[src/rtl/aeacc_pkg.sv]
// Shared constants and types of the apparent energy accumulator.
// Assumes a single clk_sys domain and the plain register port of aeacc_top.
package aeacc_pkg;

	// ************************************************************
	// Datapath widths
	// ************************************************************
	localparam int ACC_W = 52;
	localparam int TOT_W = 24;
	localparam int TOT_LSB = ACC_W - TOT_W;
	localparam int DIVISOR_W = 8;
	localparam int HCYC_W = 16;
	localparam int GAIN_W = 12;
	localparam int CFDIV_W = 12;
	localparam int PHASE_W = 29;
	localparam int ADDR_W = 5;
	localparam int DATA_W = 24;

	// Clocks between two accumulated samples
	localparam int TICK_CLKS = 4;

	// ************************************************************
	// Register addresses
	// ************************************************************
	localparam logic [ADDR_W-1:0] A_ENERGY_TOTAL = 5'h01;
	localparam logic [ADDR_W-1:0] A_ENERGY_RCLR = 5'h02;
	localparam logic [ADDR_W-1:0] A_LINE_APP = 5'h03;
	localparam logic [ADDR_W-1:0] A_LINE_ACT = 5'h04;
	localparam logic [ADDR_W-1:0] A_DIVISOR = 5'h05;
	localparam logic [ADDR_W-1:0] A_HALF_CYC = 5'h06;
	localparam logic [ADDR_W-1:0] A_MODE = 5'h07;
	localparam logic [ADDR_W-1:0] A_IRQ_MASK = 5'h08;
	localparam logic [ADDR_W-1:0] A_IRQ_STATUS = 5'h09;
	localparam logic [ADDR_W-1:0] A_ACT_GAIN = 5'h0A;
	localparam logic [ADDR_W-1:0] A_CF_NUM = 5'h0B;
	localparam logic [ADDR_W-1:0] A_CF_DEN = 5'h0C;

	// ************************************************************
	// Fields and reset values
	// ************************************************************
	localparam int MODE_LINE_CYC_BIT = 7;
	localparam int MODE_W = 8;
	localparam int ST_HALF_POS = 0;
	localparam int ST_HALF_NEG = 1;
	localparam int ST_OVF = 2;
	localparam int ST_UNF = 3;
	localparam int ST_EOC = 4;
	localparam int ST_W = 5;
	localparam logic [HCYC_W-1:0] HALF_CYC_RST = 16'h0000;
	localparam logic [DIVISOR_W-1:0] DIVISOR_RST = 8'h00;
	localparam logic [MODE_W-1:0] MODE_RST = 8'h00;

	typedef struct packed {
		logic wr;
		logic rd;
		logic [ADDR_W-1:0] addr;
		logic [DATA_W-1:0] wdata;
	} aeacc_req_s;

	typedef enum logic {DIV_IDLE, DIV_RUN} aeacc_div_e;

endpackage

[src/rtl/aeacc_div.sv]
// Sequential signed divider: wide dividend by an unsigned 8-bit divisor.
// Assumes start is only raised while busy_r is low; zero divides as one.
`timescale 1ns/10ps
module aeacc_div #(
	parameter int W = 52,
	parameter int DW = 8
) (
	input wire logic clk_sys,
	input wire logic rstn,
	input wire logic start,
	input wire logic [W-1:0] dividend,
	input wire logic [DW-1:0] divisor,
	output logic [W-1:0] quotient_r,
	output logic done_r,
	output logic busy_r
);

	generate
		if (W < 2 || DW < 1 || DW >= W)
		begin : g_chk
			$error("aeacc_div: unsupported widths");
		end
	endgenerate

	aeacc_pkg::aeacc_div_e state_r, state_nxt;
	logic [W-1:0] dvd_r, dvd_nxt, quo_r, quo_nxt, q_out_nxt;
	logic [DW:0] rem_r, rem_nxt, trial;
	logic [DW-1:0] dsr_r, dsr_nxt;
	logic neg_r, neg_nxt, done_nxt;
	logic [$clog2(W+1)-1:0] cnt_r, cnt_nxt;

	always_comb
	begin
		state_nxt = state_r;
		dvd_nxt = dvd_r;
		quo_nxt = quo_r;
		rem_nxt = rem_r;
		dsr_nxt = dsr_r;
		neg_nxt = neg_r;
		cnt_nxt = cnt_r;
		done_nxt = 1'b0;
		q_out_nxt = quotient_r;
		trial = {rem_r[DW-1:0], dvd_r[W-1]};
		case (state_r)
			aeacc_pkg::DIV_IDLE:
			begin
				if (start)
				begin
					// Divide the magnitude, restore the sign at the end
					neg_nxt = dividend[W-1];
					dvd_nxt = dividend[W-1] ? (~dividend + 1'b1) : dividend;
					dsr_nxt = (divisor == '0) ? DW'(1) : divisor;
					rem_nxt = '0;
					quo_nxt = '0;
					cnt_nxt = ($clog2(W+1))'(W);
					state_nxt = aeacc_pkg::DIV_RUN;
				end
			end
			aeacc_pkg::DIV_RUN:
			begin
				dvd_nxt = {dvd_r[W-2:0], 1'b0};
				if (trial >= {1'b0, dsr_r})
				begin
					rem_nxt = trial - {1'b0, dsr_r};
					quo_nxt = {quo_r[W-2:0], 1'b1};
				end
				else
				begin
					rem_nxt = trial;
					quo_nxt = {quo_r[W-2:0], 1'b0};
				end
				cnt_nxt = cnt_r - 1'b1;
				if (cnt_r == ($clog2(W+1))'(1))
				begin
					q_out_nxt = neg_r ? (~quo_nxt + 1'b1) : quo_nxt;
					done_nxt = 1'b1;
					state_nxt = aeacc_pkg::DIV_IDLE;
				end
			end
			default:
			begin
				state_nxt = aeacc_pkg::DIV_IDLE;
			end
		endcase
	end

	always_ff @(posedge clk_sys)
	begin
		if (!rstn)
		begin
			state_r <= aeacc_pkg::DIV_IDLE;
			dvd_r <= '0;
			quo_r <= '0;
			rem_r <= '0;
			dsr_r <= '0;
			neg_r <= 1'b0;
			cnt_r <= '0;
			done_r <= 1'b0;
			busy_r <= 1'b0;
			quotient_r <= '0;
		end
		else
		begin
			state_r <= state_nxt;
			dvd_r <= dvd_nxt;
			quo_r <= quo_nxt;
			rem_r <= rem_nxt;
			dsr_r <= dsr_nxt;
			neg_r <= neg_nxt;
			cnt_r <= cnt_nxt;
			done_r <= done_nxt;
			busy_r <= (state_nxt == aeacc_pkg::DIV_RUN);
			quotient_r <= q_out_nxt;
		end
	end

endmodule // aeacc_div

[src/rtl/aeacc_pulse.sv]
// Energy pulse generator: gained active power to a rational-divided pulse.
// Assumes power_in is the averaged active power word, valid every clock.
`timescale 1ns/10ps
module aeacc_pulse #(
	parameter int PW = 24
) (
	input wire logic clk_sys,
	input wire logic rstn,
	input wire logic signed [PW-1:0] power_in,
	input wire logic signed [aeacc_pkg::GAIN_W-1:0] gain,
	input wire logic [aeacc_pkg::CFDIV_W-1:0] num,
	input wire logic [aeacc_pkg::CFDIV_W-1:0] den,
	output logic pulse_r
);

	localparam int PRW = PW + aeacc_pkg::GAIN_W;
	localparam int RW = aeacc_pkg::CFDIV_W + 2;

	generate
		if (PW + 2 > aeacc_pkg::PHASE_W)
		begin : g_chk
			$error("aeacc_pulse: power word too wide for the phase");
		end
	endgenerate

	logic signed [PRW-1:0] prod;
	logic signed [PW+1:0] gained;
	logic [aeacc_pkg::PHASE_W-1:0] mag;
	logic [aeacc_pkg::PHASE_W:0] phase_sum;
	logic [aeacc_pkg::PHASE_W-1:0] phase_r, phase_nxt;
	logic [RW-1:0] ratio_r, ratio_nxt, ratio_sum;
	logic pulse_nxt;

	always_comb
	begin
		// One LSB of gain is 1/4096 of full scale
		prod = PRW'(power_in) * PRW'(gain);
		gained = (PW+2)'(power_in) + (PW+2)'(prod >>> aeacc_pkg::GAIN_W);
		mag = gained[PW+1] ? aeacc_pkg::PHASE_W'(-gained)
			: aeacc_pkg::PHASE_W'(gained);
		// Carry out of a 2^29 phase gives power * fclk / 2^29
		phase_sum = {1'b0, phase_r} + {1'b0, mag};
		phase_nxt = phase_sum[aeacc_pkg::PHASE_W-1:0];
		ratio_nxt = ratio_r;
		pulse_nxt = 1'b0;
		ratio_sum = ratio_r + RW'(num) + RW'(1);
		if (phase_sum[aeacc_pkg::PHASE_W])
		begin
			// Scale by (num + 1) / (den + 1)
			if (ratio_sum >= RW'(den) + RW'(1))
			begin
				pulse_nxt = 1'b1;
				ratio_nxt = ratio_sum - RW'(den) - RW'(1);
				if (ratio_nxt > RW'(den))
				begin
					ratio_nxt = RW'(den);
				end
			end
			else
			begin
				ratio_nxt = ratio_sum;
			end
		end
	end

	always_ff @(posedge clk_sys)
	begin
		if (!rstn)
		begin
			phase_r <= '0;
			ratio_r <= '0;
			pulse_r <= 1'b0;
		end
		else
		begin
			phase_r <= phase_nxt;
			ratio_r <= ratio_nxt;
			pulse_r <= pulse_nxt;
		end
	end

endmodule // aeacc_pulse

[src/rtl/aeacc_top.sv]
// Apparent energy accumulator with line-cycle accumulation and pulse out.
// Assumes power samples and the half-cycle strobe are synchronous to clk_sys.
//
// How it works
// - Wide accumulator divided by divisor before visible
// - Divisor is unsigned 8-bit, zero acts as one
// - Upper 24 divided bits form energy total
// - Read-clear copy of energy zeroes on each read
// - Positive overflow wraps to full-scale negative
// - Half-full and over/underflow raise maskable events
// - One sample added every four clocks
// - Accumulator is signed 52 bits
// - Line apparent energy over whole half cycles
// - Line apparent accumulation always runs
// - Half-cycle count is unsigned 16-bit
// - Line active and apparent share one period
// - End of period sets end-of-cycle flag
// - Unmasked end-of-cycle drives interrupt low
// - Line energy bypasses the divisor, total is divided
// - Mode bit 7 enables line active accumulation
// - Pulse scaled by (num+1)/(den+1), at most one per carry
// - Undivided pulse rate is power times fclk/2^29
// - Active gain scales pulse, 1/4096 per LSB
// - Samples are added as signed values
`timescale 1ns/10ps
module aeacc_top #(
	parameter int SAMPLE_W = 24
) (
	input wire logic clk_sys,
	input wire logic rstn,
	input wire aeacc_pkg::aeacc_req_s req,
	input wire logic signed [SAMPLE_W-1:0] app_power_in,
	input wire logic signed [SAMPLE_W-1:0] act_power_in,
	input wire logic zero_cross_in,
	output logic [aeacc_pkg::DATA_W-1:0] rdata_r,
	output logic rvalid_r,
	output logic irq_n_r,
	output logic energy_pulse_out_r
);

	localparam int ACC_W = aeacc_pkg::ACC_W;
	localparam int TOT_W = aeacc_pkg::TOT_W;
	localparam int TOT_LSB = aeacc_pkg::TOT_LSB;
	localparam int TICK_W = $clog2(aeacc_pkg::TICK_CLKS);

	generate
		if (SAMPLE_W < 2 || SAMPLE_W + 2 > aeacc_pkg::PHASE_W)
		begin : g_chk
			$error("aeacc_top: unsupported sample width");
		end
	endgenerate

	// Register write strobe for one address
	function automatic logic wr_hit(aeacc_pkg::aeacc_req_s r,
		logic [aeacc_pkg::ADDR_W-1:0] a);
		wr_hit = r.wr && (r.addr == a);
	endfunction

	// ************************************************************
	// Software settings
	// ************************************************************
	logic [aeacc_pkg::DIVISOR_W-1:0] div_r, div_nxt;
	logic [aeacc_pkg::HCYC_W-1:0] hcyc_r, hcyc_nxt;
	logic [aeacc_pkg::MODE_W-1:0] mode_r, mode_nxt;
	logic [aeacc_pkg::ST_W-1:0] mask_r, mask_nxt;
	logic [aeacc_pkg::GAIN_W-1:0] gain_r, gain_nxt;
	logic [aeacc_pkg::CFDIV_W-1:0] num_r, num_nxt;
	logic [aeacc_pkg::CFDIV_W-1:0] den_r, den_nxt;

	always_comb
	begin
		div_nxt = div_r;
		hcyc_nxt = hcyc_r;
		mode_nxt = mode_r;
		mask_nxt = mask_r;
		gain_nxt = gain_r;
		num_nxt = num_r;
		den_nxt = den_r;
		if (wr_hit(req, aeacc_pkg::A_DIVISOR))
		begin
			div_nxt = req.wdata[aeacc_pkg::DIVISOR_W-1:0];
		end
		if (wr_hit(req, aeacc_pkg::A_HALF_CYC))
		begin
			hcyc_nxt = req.wdata[aeacc_pkg::HCYC_W-1:0];
		end
		if (wr_hit(req, aeacc_pkg::A_MODE))
		begin
			mode_nxt = req.wdata[aeacc_pkg::MODE_W-1:0];
		end
		if (wr_hit(req, aeacc_pkg::A_IRQ_MASK))
		begin
			mask_nxt = req.wdata[aeacc_pkg::ST_W-1:0];
		end
		if (wr_hit(req, aeacc_pkg::A_ACT_GAIN))
		begin
			gain_nxt = req.wdata[aeacc_pkg::GAIN_W-1:0];
		end
		if (wr_hit(req, aeacc_pkg::A_CF_NUM))
		begin
			num_nxt = req.wdata[aeacc_pkg::CFDIV_W-1:0];
		end
		if (wr_hit(req, aeacc_pkg::A_CF_DEN))
		begin
			den_nxt = req.wdata[aeacc_pkg::CFDIV_W-1:0];
		end
	end

	always_ff @(posedge clk_sys)
	begin
		if (!rstn)
		begin
			div_r <= aeacc_pkg::DIVISOR_RST;
			hcyc_r <= aeacc_pkg::HALF_CYC_RST;
			mode_r <= aeacc_pkg::MODE_RST;
			mask_r <= '0;
			gain_r <= '0;
			num_r <= '0;
			den_r <= '0;
		end
		else
		begin
			div_r <= div_nxt;
			hcyc_r <= hcyc_nxt;
			mode_r <= mode_nxt;
			mask_r <= mask_nxt;
			gain_r <= gain_nxt;
			num_r <= num_nxt;
			den_r <= den_nxt;
		end
	end

	// ************************************************************
	// Sample tick and the wide accumulators
	// ************************************************************
	logic [TICK_W-1:0] tick_cnt_r, tick_cnt_nxt;
	logic tick;
	logic signed [ACC_W-1:0] acc_r, acc_nxt;
	logic signed [ACC_W-1:0] lacc_r, lacc_nxt, lacc_sum;
	logic signed [ACC_W-1:0] wacc_r, wacc_nxt, wacc_sum;
	logic [aeacc_pkg::HCYC_W-1:0] hc_cnt_r, hc_cnt_nxt, hc_goal;
	logic [TOT_W-1:0] lapp_r, lapp_nxt, lact_r, lact_nxt;
	logic eoc;
	logic line_act_on;

	always_comb
	begin
		tick_cnt_nxt = tick_cnt_r + 1'b1;
		tick = (tick_cnt_r == TICK_W'(aeacc_pkg::TICK_CLKS - 1));
		line_act_on = mode_r[aeacc_pkg::MODE_LINE_CYC_BIT];
		// Signed add even though apparent power is never negative
		acc_nxt = tick ? acc_r + ACC_W'(app_power_in) : acc_r;
		lacc_sum = tick ? lacc_r + ACC_W'(app_power_in) : lacc_r;
		wacc_sum = (tick && line_act_on) ? wacc_r + ACC_W'(act_power_in)
			: wacc_r;
		// A zero count behaves as a single half cycle
		hc_goal = (hcyc_r == '0) ? aeacc_pkg::HCYC_W'(1) : hcyc_r;
		eoc = zero_cross_in && (hc_cnt_r + 1'b1 >= hc_goal);
		hc_cnt_nxt = zero_cross_in ? (eoc ? '0 : hc_cnt_r + 1'b1)
			: hc_cnt_r;
		lapp_nxt = lapp_r;
		lact_nxt = lact_r;
		lacc_nxt = lacc_sum;
		wacc_nxt = line_act_on ? wacc_sum : '0;
		if (eoc)
		begin
			// Both line results close on the same half cycle
			lapp_nxt = lacc_sum[ACC_W-1:TOT_LSB];
			lacc_nxt = '0;
			if (line_act_on)
			begin
				lact_nxt = wacc_sum[ACC_W-1:TOT_LSB];
				wacc_nxt = '0;
			end
		end
	end

	always_ff @(posedge clk_sys)
	begin
		if (!rstn)
		begin
			tick_cnt_r <= '0;
			acc_r <= '0;
			lacc_r <= '0;
			wacc_r <= '0;
			hc_cnt_r <= '0;
			lapp_r <= '0;
			lact_r <= '0;
		end
		else
		begin
			tick_cnt_r <= tick_cnt_nxt;
			acc_r <= acc_nxt;
			lacc_r <= lacc_nxt;
			wacc_r <= wacc_nxt;
			hc_cnt_r <= hc_cnt_nxt;
			lapp_r <= lapp_nxt;
			lact_r <= lact_nxt;
		end
	end

	// ************************************************************
	// Divided energy and its events
	// ************************************************************
	logic [ACC_W-1:0] quo;
	logic div_done, div_busy;
	logic [TOT_W-1:0] tot_r, tot_nxt, new_tot;
	logic [TOT_W-1:0] rc_base_r, rc_base_nxt;
	logic [aeacc_pkg::ST_W-1:0] st_r, st_nxt, st_set;
	logic rd_status, rd_rclr;

	// A new division starts as soon as the last ends, so the total
	// trails the accumulator by about one division time.
	aeacc_div #(
		.W(ACC_W),
		.DW(aeacc_pkg::DIVISOR_W)
	) u_div (
		.clk_sys(clk_sys),
		.rstn(rstn),
		.start(!div_busy),
		.dividend(acc_r),
		.divisor(div_r),
		.quotient_r(quo),
		.done_r(div_done),
		.busy_r(div_busy)
	);

	always_comb
	begin
		new_tot = quo[ACC_W-1:TOT_LSB];
		tot_nxt = div_done ? new_tot : tot_r;
		rd_status = req.rd && (req.addr == aeacc_pkg::A_IRQ_STATUS);
		rd_rclr = req.rd && (req.addr == aeacc_pkg::A_ENERGY_RCLR);
		// Moving the base to the total makes the copy read zero after
		rc_base_nxt = rd_rclr ? tot_r : rc_base_r;
		st_set = '0;
		if (div_done)
		begin
			// Two's complement wrap lands on full-scale negative
			st_set[aeacc_pkg::ST_OVF] = !tot_r[TOT_W-1] && tot_r[TOT_W-2]
				&& new_tot[TOT_W-1];
			st_set[aeacc_pkg::ST_UNF] = tot_r[TOT_W-1] && !tot_r[TOT_W-2]
				&& !new_tot[TOT_W-1];
			st_set[aeacc_pkg::ST_HALF_POS] = !new_tot[TOT_W-1]
				&& new_tot[TOT_W-2] && !tot_r[TOT_W-2];
			st_set[aeacc_pkg::ST_HALF_NEG] = new_tot[TOT_W-1]
				&& !new_tot[TOT_W-2] && tot_r[TOT_W-2];
		end
		st_set[aeacc_pkg::ST_EOC] = eoc;
		// A new event beats a clearing read in the same cycle
		st_nxt = (rd_status ? '0 : st_r) | st_set;
	end

	always_ff @(posedge clk_sys)
	begin
		if (!rstn)
		begin
			tot_r <= '0;
			rc_base_r <= '0;
			st_r <= '0;
			irq_n_r <= 1'b1;
		end
		else
		begin
			tot_r <= tot_nxt;
			rc_base_r <= rc_base_nxt;
			st_r <= st_nxt;
			irq_n_r <= ~|(st_nxt & mask_r);
		end
	end

	// ************************************************************
	// Read port
	// ************************************************************
	logic [aeacc_pkg::DATA_W-1:0] rdata_nxt;

	always_comb
	begin
		rdata_nxt = '0;
		case (req.addr)
			aeacc_pkg::A_ENERGY_TOTAL: rdata_nxt = tot_r;
			aeacc_pkg::A_ENERGY_RCLR: rdata_nxt = tot_r - rc_base_r;
			aeacc_pkg::A_LINE_APP: rdata_nxt = lapp_r;
			aeacc_pkg::A_LINE_ACT: rdata_nxt = lact_r;
			aeacc_pkg::A_DIVISOR: rdata_nxt = 24'(div_r);
			aeacc_pkg::A_HALF_CYC: rdata_nxt = 24'(hcyc_r);
			aeacc_pkg::A_MODE: rdata_nxt = 24'(mode_r);
			aeacc_pkg::A_IRQ_MASK: rdata_nxt = 24'(mask_r);
			aeacc_pkg::A_IRQ_STATUS: rdata_nxt = 24'(st_r);
			aeacc_pkg::A_ACT_GAIN: rdata_nxt = 24'(gain_r);
			aeacc_pkg::A_CF_NUM: rdata_nxt = 24'(num_r);
			aeacc_pkg::A_CF_DEN: rdata_nxt = 24'(den_r);
			default: rdata_nxt = '0;
		endcase
		if (!req.rd)
		begin
			rdata_nxt = rdata_r;
		end
	end

	always_ff @(posedge clk_sys)
	begin
		if (!rstn)
		begin
			rdata_r <= '0;
			rvalid_r <= 1'b0;
		end
		else
		begin
			rdata_r <= rdata_nxt;
			rvalid_r <= req.rd;
		end
	end

	// ************************************************************
	// Energy pulse output
	// ************************************************************
	aeacc_pulse #(
		.PW(SAMPLE_W)
	) u_pulse (
		.clk_sys(clk_sys),
		.rstn(rstn),
		.power_in(act_power_in),
		.gain(gain_r),
		.num(num_r),
		.den(den_r),
		.pulse_r(energy_pulse_out_r)
	);

endmodule // aeacc_top

[config.mk]
export PLATFORM = sky130hd
export DESIGN_NAME = aeacc_top
export DESIGN_NICKNAME = d
export VERILOG_FILES = /design/src/rtl/aeacc_pkg.sv /design/src/rtl/aeacc_div.sv /design/src/rtl/aeacc_pulse.sv /design/src/rtl/aeacc_top.sv
export SDC_FILE = /design/constraint.sdc
export NUM_CORES = 2
export LEC_CHECK = 0
export BUFFER_PORTS_ARGS = -buffer_cell sky130_fd_sc_hd__buf_2
export CORE_UTILIZATION = 59
export CTS_CLUSTER_DIAMETER = 50
export DETAILED_ROUTE_END_ITERATION = 8
export PLACE_DENSITY_LB_ADDON = 0.1
export SYNTH_ARGS = -nofsm -noshare
export SYNTH_HDL_FRONTEND = slang
export SYNTH_SLANG_ARGS = --single-unit
[constraint.sdc]
create_clock -name clk_sys -period 10.1 [get_ports clk_sys]
set_input_delay 1.01 -clock clk_sys [delete_from_list [all_inputs] [get_ports clk_sys]]
set_output_delay 1.01 -clock clk_sys [all_outputs]
set_load 0.02 [all_outputs]
# --- Word level (Yosys, flattened, before mapping) ---
# Cells that the tools add are included.
op_classes:
  n_addsub: 18
  n_mul: 1
  div_mod_pow: 0
  magnitude_cmp: 4
  n_eq_ne: 14
  n_shift: 0
  n_mux: 27
  bitwise: 6
  reduce_logical: 32
ops:
  columns: ["op", "n"]
  rows:
  - ["52-bit 2-to-1 mux", 8]
  - ["24-bit one-hot mux with 12 select lines", 1]
  - ["52-bit by 24-bit adder with 52-bit output", 3]
  - ["52-bit by 1-bit adder with 52-bit output, second input constant", 2]
  - ["52-bit NOT", 2]
  - ["52-bit one-hot mux with 2 select lines", 1]
  - ["51-bit one-hot mux with 2 select lines", 1]
  - ["24-bit by 12-bit multiplier with 36-bit output", 1]
  - ["16-bit 2-to-1 mux", 2]
  - ["29-bit by 29-bit adder with 30-bit output", 1]
  - ["29-bit 2-to-1 mux", 1]
  - ["25-bit negation with 29-bit output", 1]
  - ["14-bit 2-to-1 mux", 2]
  - ["24-bit by 24-bit adder with 25-bit output", 1]
  - ["5-bit by 4-bit equality test with 1-bit output, second input constant", 5]
  - ["24-bit subtractor", 1]
  - ["5-bit by 3-bit equality test with 1-bit output, second input constant", 4]
  - ["1-bit logical AND", 19]
  - ["16-bit by 1-bit adder with 16-bit output, second input constant", 1]
  - ["16-bit >= comparator", 1]
  - ["16-bit logical NOT", 1]
  - ["8-bit 2-to-1 mux", 2]
  - ["8-bit one-hot mux with 2 select lines", 1]
  - ["14-bit by 1-bit adder with 14-bit output, second input constant", 1]
  - ["other kinds (27)", 39]
totals:
  ff_bits: 598
  latchBits: 0
  ram_bits: 0
  mem_bits_ro: 0
  output_inout_bits: 27
  wordCells: 135
  mem_count: 0

# --- Logic depth before layout (Yosys ltp) ---
depth:
  ltp_word: 8
  ltp_mapped: 51
  ltp_nobuf: 47

# --- Hierarchy ---
# A second synthesis with hierarchy kept.
hier_totals:
  cells_unflattened: 6229
  hier_area_um2: 49881.6
by_module_without_submodules:
  columns: ["mod", "n_inst", "cells_each", "area_per_inst_um2"]
  rows:
  - ["aeacc_top", 1, 3083, 24168.2]
  - ["aeacc_pulse", 1, 1960, 16211.8]
  - ["aeacc_div", 1, 1186, 9501.6]

# --- Least setup slack after synthesis ---
# Ideal clock, no wire load.
synth_path:
  path_type: "input to register"
  startpoint: "input act_power_in[1]"
  endpoint: "register u_pulse.ratio_r[11]"
  setup_ns: 0.138
  arrival_time_ns: 10.875
  required_ns: 9.962
  path_slack_ns: -0.913
  stages: 46
  cell_sequence: "clkbuf_1 nand2_1 fa_1 fa_1 inv_1 fa_1 fa_1 fa_1 ha_1 a211oi_1 o221ai_1 a31oi_1 o21ai_0 nor2_1 nor2_1 o21a_1 nor2_1 o21bai_1 [... 10 more ...] o21a_1 mux2i_1 clkbuf_1 a21oi_1 xor2_1 ha_1 a21o_1 a21oi_1 nor2b_1 a2111oi_2 o21ai_1 a311oi_1 o211ai_1 o211ai_2 o21ai_2 clkbuf_1 nand4_1 o221ai_1"
synth_via:
  elab_chain_cells: 5
synth_rtl:
  columns: ["element", "line", "source"]
  rows:
  - ["start: declaration", "aeacc_top.sv:33", "input wire logic signed [SAMPLE_W-1:0] act_power_in,"]
  - ["24-bit by 12-bit multiplier with 36-bit output", "aeacc_pulse.sv:37", "prod = PRW'(power_in) * PRW'(gain);"]
  - ["24-bit by 24-bit adder with 25-bit output *", "aeacc_pulse.sv:38", "gained = (PW+2)'(power_in) + (PW+2)'(prod >>> aeacc_pkg::GAIN_W);"]
  - ["25-bit negation with 29-bit output", "aeacc_pulse.sv:39", "mag = gained[PW+1] ? aeacc_pkg::PHASE_W'(-gained)"]
  - ["29-bit 2-to-1 mux *", "aeacc_pulse.sv:39", null]
  - ["29-bit by 29-bit adder with 30-bit output *", "aeacc_pulse.sv:42", "phase_sum = {1'b0, phase_r} + {1'b0, mag};"]
  - ["end signal: assignment", "aeacc_pulse.sv:77", "ratio_r <= ratio_nxt;"]
  - ["end: declaration", "aeacc_pulse.sv:31", "logic [RW-1:0] ratio_r, ratio_nxt, ratio_sum;"]
# Every way passes the cells marked *; elsewhere a longest branch is shown, timed or not.
# A chain may end at the register's enable or synchronous reset.

# --- Final worst setup path ---
layout_path:
  startpoint: "input act_power_in[6]"
  endpoint: "register u_pulse.phase_r[26] in the netlist's numbering"
layout_via:
  elab_chain_cells: 5
layout_rtl:
  columns: ["element", "line", "source"]
  rows:
  - ["24-bit by 12-bit multiplier with 36-bit output", "aeacc_pulse.sv:37", null]
  - ["24-bit by 24-bit adder with 25-bit output *", "aeacc_pulse.sv:38", null]
  - ["25-bit negation with 29-bit output", "aeacc_pulse.sv:39", null]
  - ["29-bit 2-to-1 mux *", "aeacc_pulse.sv:39", null]
  - ["29-bit by 29-bit adder with 30-bit output *", "aeacc_pulse.sv:42", null]
  - ["end signal: assignment", "aeacc_pulse.sv:76", "phase_r <= phase_nxt;"]
  - ["end: declaration", "aeacc_pulse.sv:30", "logic [aeacc_pkg::PHASE_W-1:0] phase_r, phase_nxt;"]
# Marked as above.

==> key figures <==
Run status
  – Status: finished clean

Clock network
  – Clk root buf: clkbuf_16
  – Clk buf depth: 3
  – CTS buffer count: 81
  – H-tree lvl count: 3
  – Worst-Skew Late Latency: 650 ps
  – Sink Count: 570
  – Worst-path clk slew: 50 ps
  – CTS tree: done

GRT
  – GRT Util Overall: 30.92%
  – Initial antenna violation count: 1
  – Top Usage Layer GRT: met2
  – Grt met1 use: 40.81%
  – Largest net degree at the start of global routing: 204
  – Grt ovf: 0
  – Vias in the first global route: 39660
  – Routing usage on met3: 3.845%
  – Met2 GRT Util: 52.79%
  – First-pass GRT wire length: 201300 um

Place
  – Final HPWL DP: 91880 um
  – Number of I/O port buffers: 100
  – Pre-CTS setup slack: -767.2 ps
  – GP Congestion: 0.9292

Timing
  – Worst-Margin Slew: 1128 ps
  – Fin. max-slew vios: 0
  – Setup TNS Final: 0 ps
  – # setup viols final: 0
  – RSZ-0062 raised after global routing: yes
  – Max frequency: 0.09911 GHz
  – Min Tclk post-route: 10090 ps
  – Worst Setup Slack, final: 10.27 ps
  – WHS: 427.5 ps
  – Max-Slew Margin vs Limit: 24.38%
  – Final Cycle Share: 99.90%
  – Fin. Hold Viols: 0
  – Clock Skew: 63.66 ps

Detailed routing
  – ANT nets after route: 0
  – Post-DR vias/cell: 5.834
  – DR iter-0 viols: 3088
  – WL/cell: 17.47 um
  – Remaining DRCs: 0
  – Total wire length: 124500 um
  – Drt pass-1 iters: 9
  – Routed vias: 41570

Power and ir drop
  – Overall power after layout: 0.008238 W
  – Peak VDD IR: 0.1662 mV
  – P per Cell Area: 153.2 nW/um^2
  – Static leakage: 23.78 nW

Yosys
  – Number of flops mapped to enable cells by yosys: 0
  – Most frequent cell after synthesis: nand2_1
  – Dominant cell type by area after synthesis: dfxtp_1
  – FF+latch count, synth: 570
  – Yosys warns: 0
  – Avg Inst Size Synth: 8.054 um^2
  – Post-synth top cells: nand2_1, nor2_1, dfxtp_1
  – Top FF cell, synth: dfxtp_1
  – Share of the synthesized area in the top cell type: 24.68%
  – Ranking of synthesized cells by area: dfxtp_1, fa_1, ha_1
  – Synth Instances: 5740
  – Netlist Area Pre-Place: 46230 um^2
  – Netlist cell types: 87
  – Post-synthesis sequential area ratio: 24.68%
  – Async S/R FF share, synth: 0%

Cells and area
  – Area Overhead vs Synth: 16.31%
  – Share of layout cells above drive strength 1: 12.78%
  – Storage element area: 11440 um^2
  – Multi-input logic area: 32650 um^2
  – N_diodes: 0
  – # nets final: 6756
  – Fillers: 6435

Worst setup path
  – Worst r2r src: gain_r[5]$_SDFFE_PN0P_
  – CP Data Arrival Time: 10580 ps
  – Crit path max fanout: 8
  – CP Launch Type: primary input
  – Most used cell along the critical path: fa_1
  – CP max-delay cell: fa_1
  – Crit Path Category: in2reg
  – Worst Setup SP: act_power_in[6]
  – Critical Path RT: 10590 ps
  – CP peak stage delay: 570 ps
  – Setup crit end kind: flip-flop

Run
  – Max Cap Viol: 0

Floorplanning
  – Initial Util: 59.67%
  – Ports: 109
  – Die X: 281.9 um
  – CORE AREA: 77470 um^2
  – Site Rows: 102
  – Die Ht: 281.9 um
  – Total die area: 79480 um^2

Worst hold path
  – Worst Hold Class: reg2reg
  – Hold Crit Start: u_div.dvd_r[26]$_SDFF_PN0_
-- state kept, by name (all words and copies together) (netlist names), 14 cells and up --
| name | cells |
|---|---|
| tot_r | 24 |
| lacc_r | 52 |
| u_div.quo_r | 51 |
| acc_r | 52 |
| u_pulse.phase_r | 29 |
| u_div.quotient_r | 24 |
| u_div.dvd_r | 52 |
| u_pulse.ratio_r | 14 |
| wacc_r | 52 |
| rc_base_r | 24 |
| hcyc_r | 16 |
| rdata_r | 24 |
| hc_cnt_r | 16 |
| lact_r | 24 |
| lapp_r | 24 |
-- layout by cell type, fill, tap and decap left out, types with 12 or more instances in the layout --
cell type / count
clkbuf_16: 84
a21boi_0: 13
clkbuf_8: 15
o21ai_0: 251
a31oi_1: 51
inv_1: 425
ha_1: 376
a21o_1: 118
a21oi_1: 505
and4_1: 12
o31ai_1: 30
a221oi_1: 22
nand2_1: 657
mux2i_1: 129
and2_1: 100
buf_12: 27
buf_2: 92
a211oi_1: 68
nor3_1: 71
o21a_1: 41
or3_1: 29
nand3_1: 100
a22oi_1: 26
xor2_1: 184
buf_6: 16
nand4_1: 57
nor2b_1: 59
a21oi_2: 18
dfxtp_1: 559
nor2_1: 581
o211ai_1: 18
buf_4: 332
or4_1: 18
xnor2_1: 189
o21bai_1: 33
nor4_1: 20
and3_1: 93
a222oi_1: 13
fa_1: 258
nand2b_1: 50
-- where the power goes --
part | total, W | switching [W] | internal (W)
Sequential | 0.00244 | 0.0000802 | 0.00236
Clock | 0.00302 | 0.00114 | 0.00189
Combinational | 0.00277 | 0.00154 | 0.00123
-- routing by layer --
| layer | up-vias | wire length, um |
|---|---|---|
| met5 | - | 0 |
| met4 | 0 | 3604 |
| met3 | 240 | 6885 |
| met2 | 1120 | 59370 |
| met1 | 19920 | 54600 |
| li1 | 20290 | - |
-- through the flow --
step	instances	util (%)	area, um^2
floorplan	5743	-	46430
global placement	6948	64.57	50020
detailed placement	6948	64.57	50020
CTS	7096	68.42	53000
global route	7126	69.41	53770
finish	7126	69.41	53770
-- worst paths after layout --
check | end | slack, ps | depth (start not counted)
setup reg to reg | u_pulse.phase_r[26]$_SDFF_PN0_ | 60 | 45
hold / removal | u_div.dvd_r[27]$_SDFF_PN0_ | 430 | 2
hold reg to reg | u_div.dvd_r[27]$_SDFF_PN0_ | 430 | 2
setup / recovery | u_pulse.phase_r[26]$_SDFF_PN0_ | 10 | 44
-- logic make-up after synthesis --
kind of cell	synth area share [%]
AO/OA/AOI/OAI	18.38
XOR/XNOR	7.067
adder cells (fa/ha/maj)	21.95
buffers and inverters	5.841
flip-flops	24.68
multiplexers	2.866
other	0.008112
AND/OR/NAND/NOR	19.20
-- area by class of cell --
cell class,instances,area share (%)
clock buffers,104,4.210
clock inverters,43,1.226
inverters,435,3.055
multi-input cells,4459,60.72
flip-flops and latches,570,21.27
well taps,1040,2.420
repair buffers,475,7.097
-- critical path, delay by kind of cell --
family / cells / cell delay, ps
muxes: 1 / 140
AOI/OAI and AO/OA: 17 / 3270
adders and majority gates: 8 / 3660
buffers and inverters: 7 / 850
and+or+nand+nor: 8 / 1220
xor gates and xnor gates: 3 / 410
-- timing repair --
item / CTS / global route
gates resized for setup: 12 / 131
cloned: 0 / 3
hold buffers: 0 / 0
pin swaps: 5 / 99
buffers inserted: 1 / 29
setup endpoints to repair: 21 / 29
Note: power is estimated with default switching activity, not from simulation.
